===== src/dmah_pkg.sv =====
`default_nettype none
package dmah_pkg;
  // channel and slot geometry
  localparam int          NUM_CHAN      = 8;
  localparam int          CHAN_W        = 3;
  localparam int          NUM_SLOT_PINS = 4;
  localparam int          SLOT_W        = 3;
  localparam int          SYNC_STAGES   = 2;
  // channel 4 is the cascade position and never acknowledges
  localparam logic [7:0]  CHAN_USED     = 8'hef;
  // command setting bit positions
  localparam int          CMD_REQ_POL_BIT = 6;
  localparam int          CMD_ACK_POL_BIT = 7;
  localparam logic [7:0]  CMD_RESET       = 8'h00;
  // preemption interval
  localparam int          CLK_MHZ        = 100;
  localparam int          PREEMPT_US     = 4;
  localparam int          PREEMPT_CYC    = PREEMPT_US * CLK_MHZ;
  localparam int          TMR_W          = 9;
  localparam logic [8:0]  PREEMPT_LAST   = 9'(PREEMPT_CYC - 1);
  // terminal count pin is active high on the bus
  localparam logic        END_ASSERTED   = 1'b1;

  typedef enum logic [0:0] {
    ACK_IDLE,
    ACK_BUSY
  } dmah_ack_state_t;
endpackage : dmah_pkg
`default_nettype wire


===== src/dmah_tmr_if.sv =====
`default_nettype none
interface dmah_tmr_if;
  logic run;
  logic expired;
  modport owner (output run, input expired);
  modport timer (input run, output expired);
endinterface : dmah_tmr_if
`default_nettype wire


===== src/dmah_top.sv =====
// Contract
// - four-slot mode: the four enables drive one slot each
// - more slots: the four pins carry an encoded slot number
// - command bit 6 clear means requests active high, set active low
// - request assertion is asynchronous and gets synchronised first
// - acknowledge asserted on grant, polarity set by command setting
// - non-compatible timing: competitor plus 4 us negates acknowledge
// - preempted channel resumes its transfer on its next win
// - input mode: slave may end transfer, pin sampled on every type
// - sampled end of process tristates address and ends the transfer
// - output mode pulses the pin when byte count reaches last value
// - terminal count asserted after the new address is output
// - held until address enable drops, earlier under autoinit
// - idle or after reset the pin is output mode; reset also negates it
`default_nettype none
module dmah_top
  import dmah_pkg::*;
(
  // clock and reset
  input  wire logic                 clk,
  input  wire logic                 rst_b,
  // configuration
  input  wire logic [7:0]           dmaCommand,
  input  wire logic                 compatTiming,
  input  wire logic                 processEndInputMode,
  input  wire logic                 fourSlotMode,
  // request pins and arbiter view
  input  wire logic [NUM_CHAN-1:0]  dmaReqPin,
  output var  logic [NUM_CHAN-1:0]  reqActive,
  // grant from arbiter, same clock
  input  wire logic                 grantValid,
  input  wire logic [CHAN_W-1:0]    grantChan,
  input  wire logic                 otherBusReq,
  // transfer progress from the engine
  input  wire logic                 newAddrOut,
  input  wire logic                 byteCountLast,
  input  wire logic                 xferDone,
  input  wire logic                 autoInit,
  input  wire logic                 addrEnable,
  // acknowledge pins
  output var  logic [NUM_CHAN-1:0]  dmaAckPin,
  // transfer status
  output var  logic                 xferActive,
  output var  logic [CHAN_W-1:0]    activeChan,
  output var  logic                 xferTerminated,
  output var  logic                 xferPreempted,
  output var  logic [NUM_CHAN-1:0]  resumePending,
  output var  logic                 addrOe,
  // end of process pin
  input  wire logic                 endOfProcessIn,
  output var  logic                 endOfProcessOut,
  output var  logic                 endOfProcessOe,
  // slot address enables
  input  wire logic [SLOT_W-1:0]    slotSel,
  input  wire logic                 slotAenActive,
  output var  logic [NUM_SLOT_PINS-1:0] encodedSlotEnable
);
  dmah_tmr_if tmr ();

  logic [NUM_CHAN-1:0]      reqSync;
  logic                     endSync;
  logic [NUM_CHAN-1:0]      reqActive_q;
  logic [NUM_CHAN-1:0]      reqActive_d;
  dmah_ack_state_t          state_q;
  dmah_ack_state_t          state_d;
  logic [CHAN_W-1:0]        chan_q;
  logic [CHAN_W-1:0]        chan_d;
  logic [NUM_CHAN-1:0]      ack_q;
  logic [NUM_CHAN-1:0]      ack_d;
  logic                     term_q;
  logic                     term_d;
  logic                     pre_q;
  logic                     pre_d;
  logic [NUM_CHAN-1:0]      resume_q;
  logic [NUM_CHAN-1:0]      resume_d;
  logic                     addrOe_q;
  logic                     addrOe_d;
  logic                     tc_q;
  logic                     tc_d;
  logic                     pinOe_q;
  logic                     pinOe_d;
  logic                     pinOut_q;
  logic                     pinOut_d;
  logic [NUM_SLOT_PINS-1:0] slot_q;
  logic [NUM_SLOT_PINS-1:0] slot_d;
  logic                     busy;
  logic                     inputMode;
  logic                     endSeen;
  logic                     preemptNow;

  // one-hot channel select
  function automatic logic [NUM_CHAN-1:0] chanHot(input logic [CHAN_W-1:0] c);
    chanHot = 8'h01 << c;
  endfunction

  dmah_sync #(
    .WIDTH   (NUM_CHAN)
  ) u_reqSync (
    .clk     (clk),
    .rst_b   (rst_b),
    .asyncIn (dmaReqPin),
    .syncOut (reqSync)
  );

  // end of process input sampling
  dmah_sync #(
    .WIDTH   (1)
  ) u_endSync (
    .clk     (clk),
    .rst_b   (rst_b),
    .asyncIn (endOfProcessIn),
    .syncOut (endSync)
  );

  // preemption interval counter
  dmah_preempt_tmr u_tmr (
    .clk   (clk),
    .rst_b (rst_b),
    .tmr   (tmr.timer)
  );

  // decode of current activity
  assign busy       = (state_q == ACK_BUSY);
  assign inputMode  = processEndInputMode && busy;
  // pin watched during every transfer type
  assign endSeen    = inputMode && (endSync == END_ASSERTED);
  assign preemptNow = busy && tmr.expired;
  // counter runs with competitor in fast timing
  assign tmr.run    = busy && !compatTiming && otherBusReq;

  always_comb
  begin
    reqActive_d = '0;
    // command bit 6 picks request level
    if (dmaCommand[CMD_REQ_POL_BIT])
    begin
      reqActive_d = ~reqSync & CHAN_USED;
    end
    else
    begin
      reqActive_d = reqSync & CHAN_USED;
    end
  end

  // acknowledge state machine
  always_comb
  begin
    state_d  = state_q;
    chan_d   = chan_q;
    term_d   = 1'b0;
    pre_d    = 1'b0;
    resume_d = resume_q;
    addrOe_d = addrOe_q;
    unique case (state_q)
      ACK_IDLE:
      begin
        addrOe_d = 1'b0;
        if (grantValid && CHAN_USED[grantChan])
        begin
          state_d  = ACK_BUSY;
          chan_d   = grantChan;
          addrOe_d = 1'b1;
        end
      end
      ACK_BUSY:
      begin
        if (endSeen)
        begin
          state_d  = ACK_IDLE;
          addrOe_d = 1'b0;
          term_d   = 1'b1;
          resume_d = resume_q & ~chanHot(chan_q);
        end
        else if (preemptNow)
        begin
          state_d  = ACK_IDLE;
          addrOe_d = 1'b0;
          pre_d    = 1'b1;
          resume_d = resume_q | chanHot(chan_q);
        end
        else if (xferDone)
        begin
          state_d  = ACK_IDLE;
          addrOe_d = 1'b0;
          resume_d = resume_q & ~chanHot(chan_q);
        end
      end
    endcase
    if (!rst_b)
    begin
      state_d  = ACK_IDLE;
      chan_d   = '0;
      term_d   = 1'b0;
      pre_d    = 1'b0;
      resume_d = '0;
      addrOe_d = 1'b0;
    end
  end

  always_comb
  begin
    ack_d = '0;
    if (state_d == ACK_BUSY)
    begin
      ack_d = chanHot(chan_d);
    end
    if (!dmaCommand[CMD_ACK_POL_BIT])
    begin
      ack_d = ~ack_d;
    end
    if (!rst_b)
    begin
      ack_d = dmaCommand[CMD_ACK_POL_BIT] ? 8'h00 : 8'hff;
    end
  end

  // terminal count and pin direction
  always_comb
  begin
    tc_d = tc_q;
    if (busy && !processEndInputMode && newAddrOut && byteCountLast)
    begin
      tc_d = 1'b1;
    end
    // drop with enable, or earlier in autoinit
    else if (!addrEnable || (autoInit && xferDone))
    begin
      tc_d = 1'b0;
    end
    if (processEndInputMode)
    begin
      tc_d = 1'b0;
    end
    pinOe_d  = !(processEndInputMode && (state_d == ACK_BUSY));
    pinOut_d = pinOe_d ? (tc_d ? END_ASSERTED : ~END_ASSERTED)
                       : ~END_ASSERTED;
    if (!rst_b)
    begin
      tc_d     = 1'b0;
      pinOe_d  = 1'b1;
      pinOut_d = ~END_ASSERTED;
    end
  end

  // slot address enable pins
  always_comb
  begin
    slot_d = '0;
    if (slotAenActive)
    begin
      if (fourSlotMode)
      begin
        slot_d = 4'h1 << slotSel[1:0];
      end
      else
      begin
        slot_d = {1'b0, slotSel} + 4'h1;
      end
    end
    if (!rst_b)
    begin
      slot_d = '0;
    end
  end

  // register stage for all state and outputs
  always_ff @(posedge clk)
  begin
    reqActive_q <= rst_b ? reqActive_d : '0;
    state_q     <= state_d;
    chan_q      <= chan_d;
    ack_q       <= ack_d;
    term_q      <= term_d;
    pre_q       <= pre_d;
    resume_q    <= resume_d;
    addrOe_q    <= addrOe_d;
    tc_q        <= tc_d;
    pinOe_q     <= pinOe_d;
    pinOut_q    <= pinOut_d;
    slot_q      <= slot_d;
  end

  // outputs straight from flops
  assign reqActive         = reqActive_q;
  assign dmaAckPin         = ack_q;
  assign xferActive        = busy;
  assign activeChan        = chan_q;
  assign xferTerminated    = term_q;
  assign xferPreempted     = pre_q;
  assign resumePending     = resume_q;
  assign addrOe            = addrOe_q;
  assign endOfProcessOut   = pinOut_q;
  assign endOfProcessOe    = pinOe_q;
  assign encodedSlotEnable = slot_q;
endmodule // dmah_top
`default_nettype wire


===== src/dmah_sync.sv =====
`default_nettype none
module dmah_sync
  import dmah_pkg::*;
#(
  parameter int WIDTH = 8
) (
  // clock and reset
  input  wire logic             clk,
  input  wire logic             rst_b,
  // asynchronous in, synchronous out
  input  wire logic [WIDTH-1:0] asyncIn,
  output var  logic [WIDTH-1:0] syncOut
);
  logic [WIDTH-1:0] meta_q;
  logic [WIDTH-1:0] meta_d;
  logic [WIDTH-1:0] sync_q;
  logic [WIDTH-1:0] sync_d;

  // two flop chain, first stage feeds only the second
  always_comb
  begin
    meta_d = asyncIn;
    sync_d = meta_q;
  end

  always_ff @(posedge clk)
  begin
    if (!rst_b)
    begin
      meta_q <= '0;
      sync_q <= '0;
    end
    else
    begin
      meta_q <= meta_d;
      sync_q <= sync_d;
    end
  end

  assign syncOut = sync_q;
endmodule // dmah_sync
`default_nettype wire


===== src/dmah_preempt_tmr.sv =====
`default_nettype none
module dmah_preempt_tmr
  import dmah_pkg::*;
(
  // clock and reset
  input  wire logic clk,
  input  wire logic rst_b,
  // run and expiry
  dmah_tmr_if.timer tmr
);
  logic [TMR_W-1:0] cnt_q;
  logic [TMR_W-1:0] cnt_d;
  logic             exp_q;
  logic             exp_d;

  // counts while run holds, clears as soon as it drops
  always_comb
  begin
    cnt_d = '0;
    exp_d = 1'b0;
    if (tmr.run)
    begin
      if (cnt_q == PREEMPT_LAST)
      begin
        cnt_d = cnt_q;
        exp_d = 1'b1;
      end
      else
      begin
        cnt_d = cnt_q + 9'h001;
      end
    end
  end

  always_ff @(posedge clk)
  begin
    if (!rst_b)
    begin
      cnt_q <= '0;
      exp_q <= 1'b0;
    end
    else
    begin
      cnt_q <= cnt_d;
      exp_q <= exp_d;
    end
  end

  assign tmr.expired = exp_q;
endmodule // dmah_preempt_tmr
`default_nettype wire


===== config.mk =====
export PLATFORM = sky130hd
export DESIGN_NAME = dmah_top
export DESIGN_NICKNAME = d
export VERILOG_FILES = /design/src/dmah_pkg.sv /design/src/dmah_tmr_if.sv /design/src/dmah_top.sv /design/src/dmah_sync.sv /design/src/dmah_preempt_tmr.sv
export SDC_FILE = /design/constraint.sdc
export NUM_CORES = 1
export LEC_CHECK = 0
export ABC_AREA = 1
export BUFFER_PORTS_ARGS = -buffer_cell sky130_fd_sc_hd__buf_2
export CORE_MARGIN = 5
export CORE_UTILIZATION = 42
export CTS_BUF_LIST = sky130_fd_sc_hd__clkbuf_8
export DETAILED_ROUTE_END_ITERATION = 10
export PLACE_DENSITY = 0.72
export RECOVER_POWER = 50
export REMOVE_ABC_BUFFERS = 1
export SLEW_MARGIN = 40
export SYNTH_ARGS = -nofsm -noshare
export SYNTH_HDL_FRONTEND = slang
export SYNTH_SLANG_ARGS = --single-unit

===== constraint.sdc =====
create_clock -name clk -period 1.6 [get_ports clk]
set_clock_uncertainty 0.05 [all_clocks]
set_input_delay 0.24 -clock clk [delete_from_list [all_inputs] [get_ports clk]]
set_output_delay 0.24 -clock clk [all_outputs]
set_load 0.005 [all_outputs]

**Word level (Yosys, flattened, before mapping)**

Memory sizes are Yosys's and may differ from the RTL's.
Index checks and enable logic that the tools add are counted.

- Register bits after elaboration: 66
- ROM bits: 8
- Output and inout bits: 37
- Memories kept: 1

Memory list:

| memory | depth | width | read ports | clocked after memory_dff | wr ports | RTL line | RTL |
|---|---|---|---|---|---|---|---|
| (no name shown) | 8 | 1 | 1 | 0 | 0 | dmah_top.sv:158 | `if (grantValid && CHAN_USED[grantChan])` |

- $add $sub $neg: 2
- $lt $le $gt $ge: 1
- Equal/unequal tests: 2
- Shifts and indexed selects: 3
- Multiplexer cells: 30
- Bitwise gates (word level): 7
- Reductions and logical operators: 23

Operators by type and width:

| kind | count |
|---|---|
| 8-bit two-way mux | 8 |
| 8-bit NOT | 3 |
| 1-bit two-way mux | 16 |
| 1-bit by 3-bit << shifter with 8-bit output (first input constant) | 2 |
| 1-bit logical AND | 11 |
| 9-bit by 1-bit adder with 9-bit output (second input constant) | 1 |
| 9-bit equality test (second input constant) | 1 |
| 3-bit two-way mux | 3 |
| 8-bit AND | 1 |
| 8-bit bitwise OR | 1 |
| 2-bit AND reduction | 4 |
| 3-bit by 1-bit adder with 4-bit output (second input constant) | 1 |
| 1-bit zero test | 4 |
| 3-bit by 4-bit less-than comparator with 1-bit output (second input constant) | 1 |
| 4-bit two-way mux | 1 |
| 4-bit by 2-bit inequality test with 1-bit output (second input constant) | 1 |
| 1-bit case mux with 2 select lines | 2 |
| 1-bit by 2-bit << shifter with 4-bit output (first input constant) | 1 |
| 3-bit nonzero test | 1 |
| 3-bit OR reduction | 1 |
| 1-bit NOT | 2 |
| 2-bit OR reduction | 1 |
| 1-bit logical OR | 1 |

**Longest topological paths before layout**

Gate-level depths: netlist (run 1).

- Depth after elaboration: 11
- Depth in mapped cells: 10
- Gate-level depth less buffers: 10

**By module**

A second synthesis (run 1) with hierarchy kept.

- Cell total of the unflattened synthesis: 340
- Area, all modules: 2625.0 sq um

Modules (own cells, without submodules):

| module | times used | cells each | area each (sq um) |
|---|---|---|---|
| dmah_top | 1 | 211 | 1590.3 |
| dmah_preempt_tmr | 1 | 73 | 495.5 |
| dmah_sync (u_reqSync) | 1 | 50 | 484.2 |
| dmah_sync (u_endSync) | 1 | 6 | 55.1 |

**Worst setup path after synthesis (run 1)**

No wires, ideal clock.

- Path type: register to register
- From: register u_tmr.cnt_q[0]
- To: register u_tmr.cnt_q[8]
- Arrival: 1.213 ns
- Slack: 0.268 ns
- Stages on the path, launching flop included: 7
- Buffers on the path: 0
- Period minus slack after synthesis: 1.332 ns
- Cells stage by stage: dfxtp_1 -> ha_1 -> nand2_1 -> nor3_2 -> nand3_1 -> or2_0 -> a21oi_1

- Word-level cells in the longest chain between the ends: 1
- Elaborated cells between the ends (all ways): 2
- Classes of those cells: add/sub: 1; eq/ne: 1

RTL lines:

| what | RTL line | RTL |
|---|---|---|
| start: declaration | dmah_preempt_tmr.sv:11 | `logic [TMR_W-1:0] cnt_q;` |
| start signal: assignment | dmah_preempt_tmr.sv:44 | `cnt_q <= cnt_d;` |
| 9-bit by 1-bit adder with 9-bit output / 9-bit equality test (equally long branches) | dmah_preempt_tmr.sv:30, dmah_preempt_tmr.sv:23 |  |

Several ways; a longest one is shown, not always the timed one.
A chain may end at the register's enable or synchronous reset.

**Worst setup path after layout (run 1)**

Same ends and word-level chain as after synthesis.

==> impl_metrics.env, run 1 <==
export IMPL_busiest_layer="met2"
export IMPL_clkLatencyLatePin_ps=330
export IMPL_cts_buffers=9
export IMPL_cts_sinks=63
export IMPL_use_met1_pct=16.8
export IMPL_yosysTopAreaCell="dfxtp_1"
export IMPL_arrival_ps=1680
export IMPL_timing_final_crit_share_pct=91.6
export IMPL_crit_required_ps=1810
export IMPL_synthDistinctLibCells=33
export IMPL_nFillCells=589
export IMPL_drc=0
export IMPL_syn_inst=318
export IMPL_antenna_found_initial=0
export IMPL_ir_drop_v=0.000503
export IMPL_yosys_area_top_type_share_pct=50.2
export IMPL_rsz0062_at_grt="false"
export IMPL_htree_levels=3
export IMPL_power_leakage_nw=1.52
export IMPL_final_cell_mix="81 x nand2_1, 61 x dfxtp_1, 54 x buf_2"
export IMPL_detail_route_iter0_violations=81
export IMPL_holdBufCountCts=0
export IMPL_start_util_pct=42.7
export IMPL_synthTopCellsByArea="dfxtp_1 50%, nand2_1 12%, inv_1 6.6%"
export IMPL_ys_warn_count=0
export IMPL_fin_util_pct=52.8
export IMPL_final_common_cell="nand2_1"
export IMPL_grt_pass1_wl_um=8460
export IMPL_grt_pass1_vias=1973
export IMPL_grt_usage_pct=14.2
export IMPL_wl_um=4890
export IMPL_cap_violations=0
export IMPL_layout_drive_gt1_share_pct=23.4
export IMPL_holdWs_ps=40.0
export IMPL_finalPower_mw=3.30
export IMPL_timing_fmax_mhz=682
export IMPL_finalSetupTns_ps=0
export IMPL_slowest_delay_ps=350
export IMPL_crit_buf_inv=0
export IMPL_clockRootBuffer="clkbuf_8"
export IMPL_run_status="completed"
export IMPL_critical_path_max_fanout=4
export IMPL_hold_path_class="in2reg"
export IMPL_cts_clk_slew_worst_paths_ps=70
export IMPL_ys_seq_area_share_pct=50.2
export IMPL_gp_congestion=0.768
export IMPL_criticalPathCategory="reg2reg"
export IMPL_crit_family="simple AND/OR/NAND/NOR gates"
export IMPL_power_density_nw_per_um2=1060
export IMPL_first_pass_iters=4
export IMPL_fin_nets=429
export IMPL_grtUsageMet3_pct=5.39
export IMPL_end_kind="flip-flop"
export IMPL_hold_viol_final=0
export IMPL_syn_area_sq_um=2510
export IMPL_final_setup_viol_count=0
export IMPL_core_sq_um=5890
export IMPL_vias=2089
export IMPL_ios=73
export IMPL_globalRouteMet2Util_pct=22.1
export IMPL_diodes=0
export IMPL_clock_path_buffers=2
export IMPL_wl_per_cell_um=10.5
export IMPL_port_buffers=64
export IMPL_grt_max_degree=25
export IMPL_die_area_sq_um=7630
export IMPL_dp_hpwl_um=3720
export IMPL_rows=28
export IMPL_fin_crit_ps=1470
export IMPL_syn_to_final_growth_pct=23.6
export IMPL_cts_tree="done"
export IMPL_ant_nets=0
export IMPL_critPathLaunchType="flip-flop"
export IMPL_die_h_um=87.4
export IMPL_slowest_stage="dfxtp_2"
export IMPL_die_x_um=87.4
export IMPL_overflow=0
export IMPL_routed_via_density=4.46
export IMPL_synth_seq_cells=63
export IMPL_crit_chain="ha_2 > nand2_1 > nor3_4 > nand3_1 > or2_0 > a21oi_1"
export IMPL_avgSynthCellArea_sq_um=7.90
export IMPL_drv_slew=0
[timing repair]
action,CTS,global route
hold endpoints to repair,0,0
gates resized for setup,0,5
endpoints found under the setup margin,0,5
buffers inserted,0,0
[cell usage after synthesis (all sizes together)]
cell and number:
a211oi 1, nand3b 1, nor2 34, nor4 1
inv 47, ha 5, nand2 82, nand3 17
clkinv 2, buf 5, xor2 2, o21ai 16
a31oi 1, nand4 5, a21oi 18, dfxtp 63
conb 1, clkbuf 2, xnor2 8, or2 1
nor3 6
[per-stage QoR]
step	worst slack (ps)	cells	instance area [sq um]
final	134	468	3110
after global routing	2.38	468	3110
after CTS	88.3	468	3110
after detailed placement	133	452	2910
after global placement	148	452	2910
after floorplan	268	311	2480
[cells by family (layout without fill, tap and decap cells)]
kind of cell / Yosys count / count (layout) / share of synthesized area, %
simple gates: 147 / 147 / 27.2
compound gates: 36 / 36 / 7.91
fa+ha+maj: 5 / 5 / 2.49
other cells: 1 / 1 / 0.149
xor+xnor: 10 / 10 / 3.48
buf+inv: 56 / 131 / 8.61
flops: 63 / 63 / 50.2
[path summary, 6_finish.rpt]
path / end / slack [ps] / start / depth (start not counted)
hold reg to reg: u_reqSync.syncOut[5] / 360 / u_reqSync.meta_q[5] / 2
setup / recovery: u_tmr.cnt_q[8] / 130 / u_tmr.cnt_q[0] / 6
hold / removal: u_reqSync.meta_q[1] / 40 / dmaReqPin[1] / 3
setup reg to reg: u_tmr.cnt_q[8] / 130 / u_tmr.cnt_q[0] / 6
[layout make-up]
type	instances	area [sq um]	area share, %
Clock buffer	13	179	5.76
Timing Repair Buffer	66	323	10.4
Multi-Input combinational cell	199	1050	33.7
Sequential cell	63	1260	40.7
Tap cell	75	93.8	3.02
Clock inverter	3	16.3	0.524
Inverter	49	184	5.92
[worst reg2reg max path, stage by stage, from the launching register on]
cell	delay, ps
dfxtp_2	350
ha_2	210
nand2_1	120
nor3_4	230
nand3_1	110
or2_0	210
a21oi_1	110
[routing by layer]
layer / up-vias / routed length [um]
met5: - / 0
met4: 0 / 94
met3: 8 / 399
met2: 55 / 2200
met1: 897 / 2200
li1: 1129 / -
[report_power, final]
part	total (mW)	switching (mW)	internal [mW]
sequential	1.66	0.0279	1.64
combinational	0.323	0.195	0.128
clock	1.31	0.586	0.724
Power figures use the tool's default switching activity.
==> inputs of run 2 (changes only) <==
--- a/config.mk
+++ b/config.mk
@@ -13,3 +13,3 @@
 export DETAILED_ROUTE_END_ITERATION = 10
-export PLACE_DENSITY = 0.72
+export PLACE_DENSITY = 0.74
 export RECOVER_POWER = 50
==> constraint.sdc (replaced) <==
create_clock -name clk -period 1.3 [get_ports clk]
set_clock_uncertainty 0.05 [all_clocks]
set_input_delay 0.065 -clock clk [delete_from_list [all_inputs] [get_ports clk]]
set_output_delay 0.065 -clock clk [all_outputs]
set_load 0.005 [all_outputs]
==> run 2 against run 1 <==
Compared with the run above:
- the flow now finishes with violations (negative setup slack)
- register-to-register slack worse by 230 ps
- critical path type unchanged
- die area stayed put
- critical endpoint is now dmaAckPin[2]
- clock power grew 33%
- core utilization increased by 8.0 points
- largest cell class unchanged
- sequential cell count is the same
==> impl_metrics.env, run 2 (synthesis results as in run 1) <==
export IMPL_port_buffers=64
export IMPL_core_sq_um=5890
export IMPL_grt_pass1_vias=2203
export IMPL_rows=28
export IMPL_grt_max_degree=19
export IMPL_arrival_ps=1550
export IMPL_crit_required_ps=1460
export IMPL_cts_tree="done"
export IMPL_end_kind="flip-flop"
export IMPL_drv_slew=0
export IMPL_criticalPathCategory="reg2reg"
export IMPL_hold_path_class="in2reg"
export IMPL_start_util_pct=42.7
export IMPL_failed_checks="negative setup slack"
export IMPL_routed_via_density=4.58
export IMPL_netSwitchingFraction_pct=24.2
export IMPL_fin_nets=470
export IMPL_final_setup_viol_count=9
export IMPL_vias=2331
export IMPL_gp_congestion=0.776
export IMPL_overflow=0
export IMPL_die_x_um=87.4
export IMPL_run_status="finished, violations left"
export IMPL_wl_per_cell_um=11.6
export IMPL_critPathLaunchType="flip-flop"
export IMPL_setup_slack_ps=-93.9
export IMPL_p_clk_share_pct=40.1
export IMPL_cap_violations=0
export IMPL_cts_clk_slew_worst_paths_ps=70
export IMPL_dpl_cell_count=470
export IMPL_htree_levels=3
export IMPL_final_cell_mix="68 x nand2_1, 60 x dfxtp_1, 55 x buf_2"
export IMPL_hold_viol_final=0
export IMPL_die_area_sq_um=7630
export IMPL_worstHoldStart="slotAenActive"
export IMPL_power_leakage_nw=1.75
export IMPL_wl_um=5910
export IMPL_r2r_end="dmaAckPin[2]"
export IMPL_rsz0062_at_grt="true"
export IMPL_grt_usage_pct=15.6
export IMPL_ir_drop_v=0.000664
export IMPL_syn_to_final_growth_pct=42.3
export IMPL_die_h_um=87.4
export IMPL_slowest_stage="dfxtp_4"
export IMPL_ant_nets=0
export IMPL_clock_path_buffers=2
export IMPL_power_frac_seq_pct=47.0
export IMPL_first_pass_iters=4
export IMPL_power_density_nw_per_um2=1220
export IMPL_p_int_mw=3.30
export IMPL_ios=73
export IMPL_holdWs_ps=10.4
export IMPL_reg2reg_from="xferActive"
export IMPL_timing_fmax_mhz=717
export IMPL_slowest_delay_ps=380
export IMPL_clockRootBuffer="clkbuf_8"
export IMPL_antenna_found_initial=0
export IMPL_cts_sinks=63
export IMPL_drc=0
export IMPL_crit_chain="inv_6 > nand3_4 > nand2_4 > inv_2 > nor2_4 > nand2_2 > o21ai_2 > nand2_1"
export IMPL_holdPathEnd="encodedSlotEnable[1]"
export IMPL_grt_pass1_wl_um=9430
export IMPL_layout_drive_gt1_share_pct=32.7
export IMPL_finalNonFillerCells=509
export IMPL_whs_path_depth=3
export IMPL_diodes=0
export IMPL_switchingPower_mw=1.05
export IMPL_detail_route_iter0_violations=115
export IMPL_dp_hpwl_um=3950
export IMPL_critical_path_max_fanout=6
export IMPL_combPwrFrac_pct=12.9
export IMPL_regToRegSetupSlack_ps=-90
export IMPL_fin_crit_ps=1390
export IMPL_final_common_cell="nand2_1"
export IMPL_clkLatencyLatePin_ps=330
export IMPL_timing_final_crit_share_pct=107
export IMPL_r2r_cells=8
export IMPL_cts_buffers=9
==> run 2: changes by cell type in the layout (fill, tap and decap cells not counted), sizes merged <==
| cell | change |
|---|---|
| bufinv | +1 |
| clkinvlp | -1 |
| dlygate4sd3 | +14 |
| buf | +27 |
| clkbuf | -1 |
| clkinv | +1 |
==> run 2: worst max path at each step <==
stage                endpoint            from  slack (ps)  cells past startpoint
2_1_floorplan  u_tmr.cnt_q[8]  u_tmr.cnt_q[0]         -30                      6
3_3_place_gp     dmaAckPin[7]      xferActive         -50                      9
3_5_place_dp     dmaAckPin[7]      xferActive        -100                      9
4_1_cts          dmaAckPin[2]      xferActive         -10                      8
5_1_grt          dmaAckPin[2]      xferActive        -150                      8
6_report         dmaAckPin[2]      xferActive         -90                      8
==> run 2: critical path, delay by kind of cell (launching register included) <==
kind            cells  cell delay (ps)
compound gates      1              140
simple gates        5              600
flops               1              380
buf+inv             2              120
==> run 2: power by group through the flow <==
stage / Combinational (mW) / Clock [mW] / Sequential, mW
CTS: 0.535 / 1.78 / 2.05
floorplan: 0.222 / 0 / 2.10
finish: 0.562 / 1.74 / 2.05
detailed placement: 0.457 / 0 / 2.09
global placement: 0.446 / 0 / 2.08
global route: 0.618 / 1.86 / 2.05
==> run 2: timing repair <==
action / 4_1_cts / 5_1_grt
setup endpoints to repair: 18 / 24
hold buffers: 14 / 0
cloned: 0 / 0
endpoints found under the hold margin: 16 / 0
gates resized for setup: 19 / 19
setup buffers: 7 / 2
pin swaps: 10 / 8
==> run 2: final cells by class <==
class | instances | area (sq um)
fill | 546 | 2310
sequential | 63 | 1270
multi-input combinational | 199 | 1150
timing repair buffer | 107 | 671
inverter | 49 | 189
clock buffer | 12 | 165
tap | 75 | 93.8
clock inverter | 4 | 43.8
==> run 2: stage by stage <==
step | area, sq um | power [mW] | utilization (%) | TNS, ps | setup WS, ps
after global routing | 3580 | 4.53 | 60.8 | -1880 | -149
final | 3580 | 4.35 | 60.8 | -322 | -93.9
after detailed placement | 3050 | 2.54 | 51.7 | -819 | -102
after CTS | 3500 | 4.36 | 59.4 | -29.3 | -10.3
after floorplan | 2480 | 2.32 | - | -32.4 | -32.4
after global placement | 3050 | 2.53 | 51.7 | -400 | -49.1
==> run 2: per-layer routing <==
metal  wire length [um]  vias up  global-route usage [%]
met3                345       12                    3.50
met4                 89        0                    6.56
li1                   -     1205                       -
met5                  0        -                       0
met2               2950       67                    26.8
met1               2520     1047                    18.4
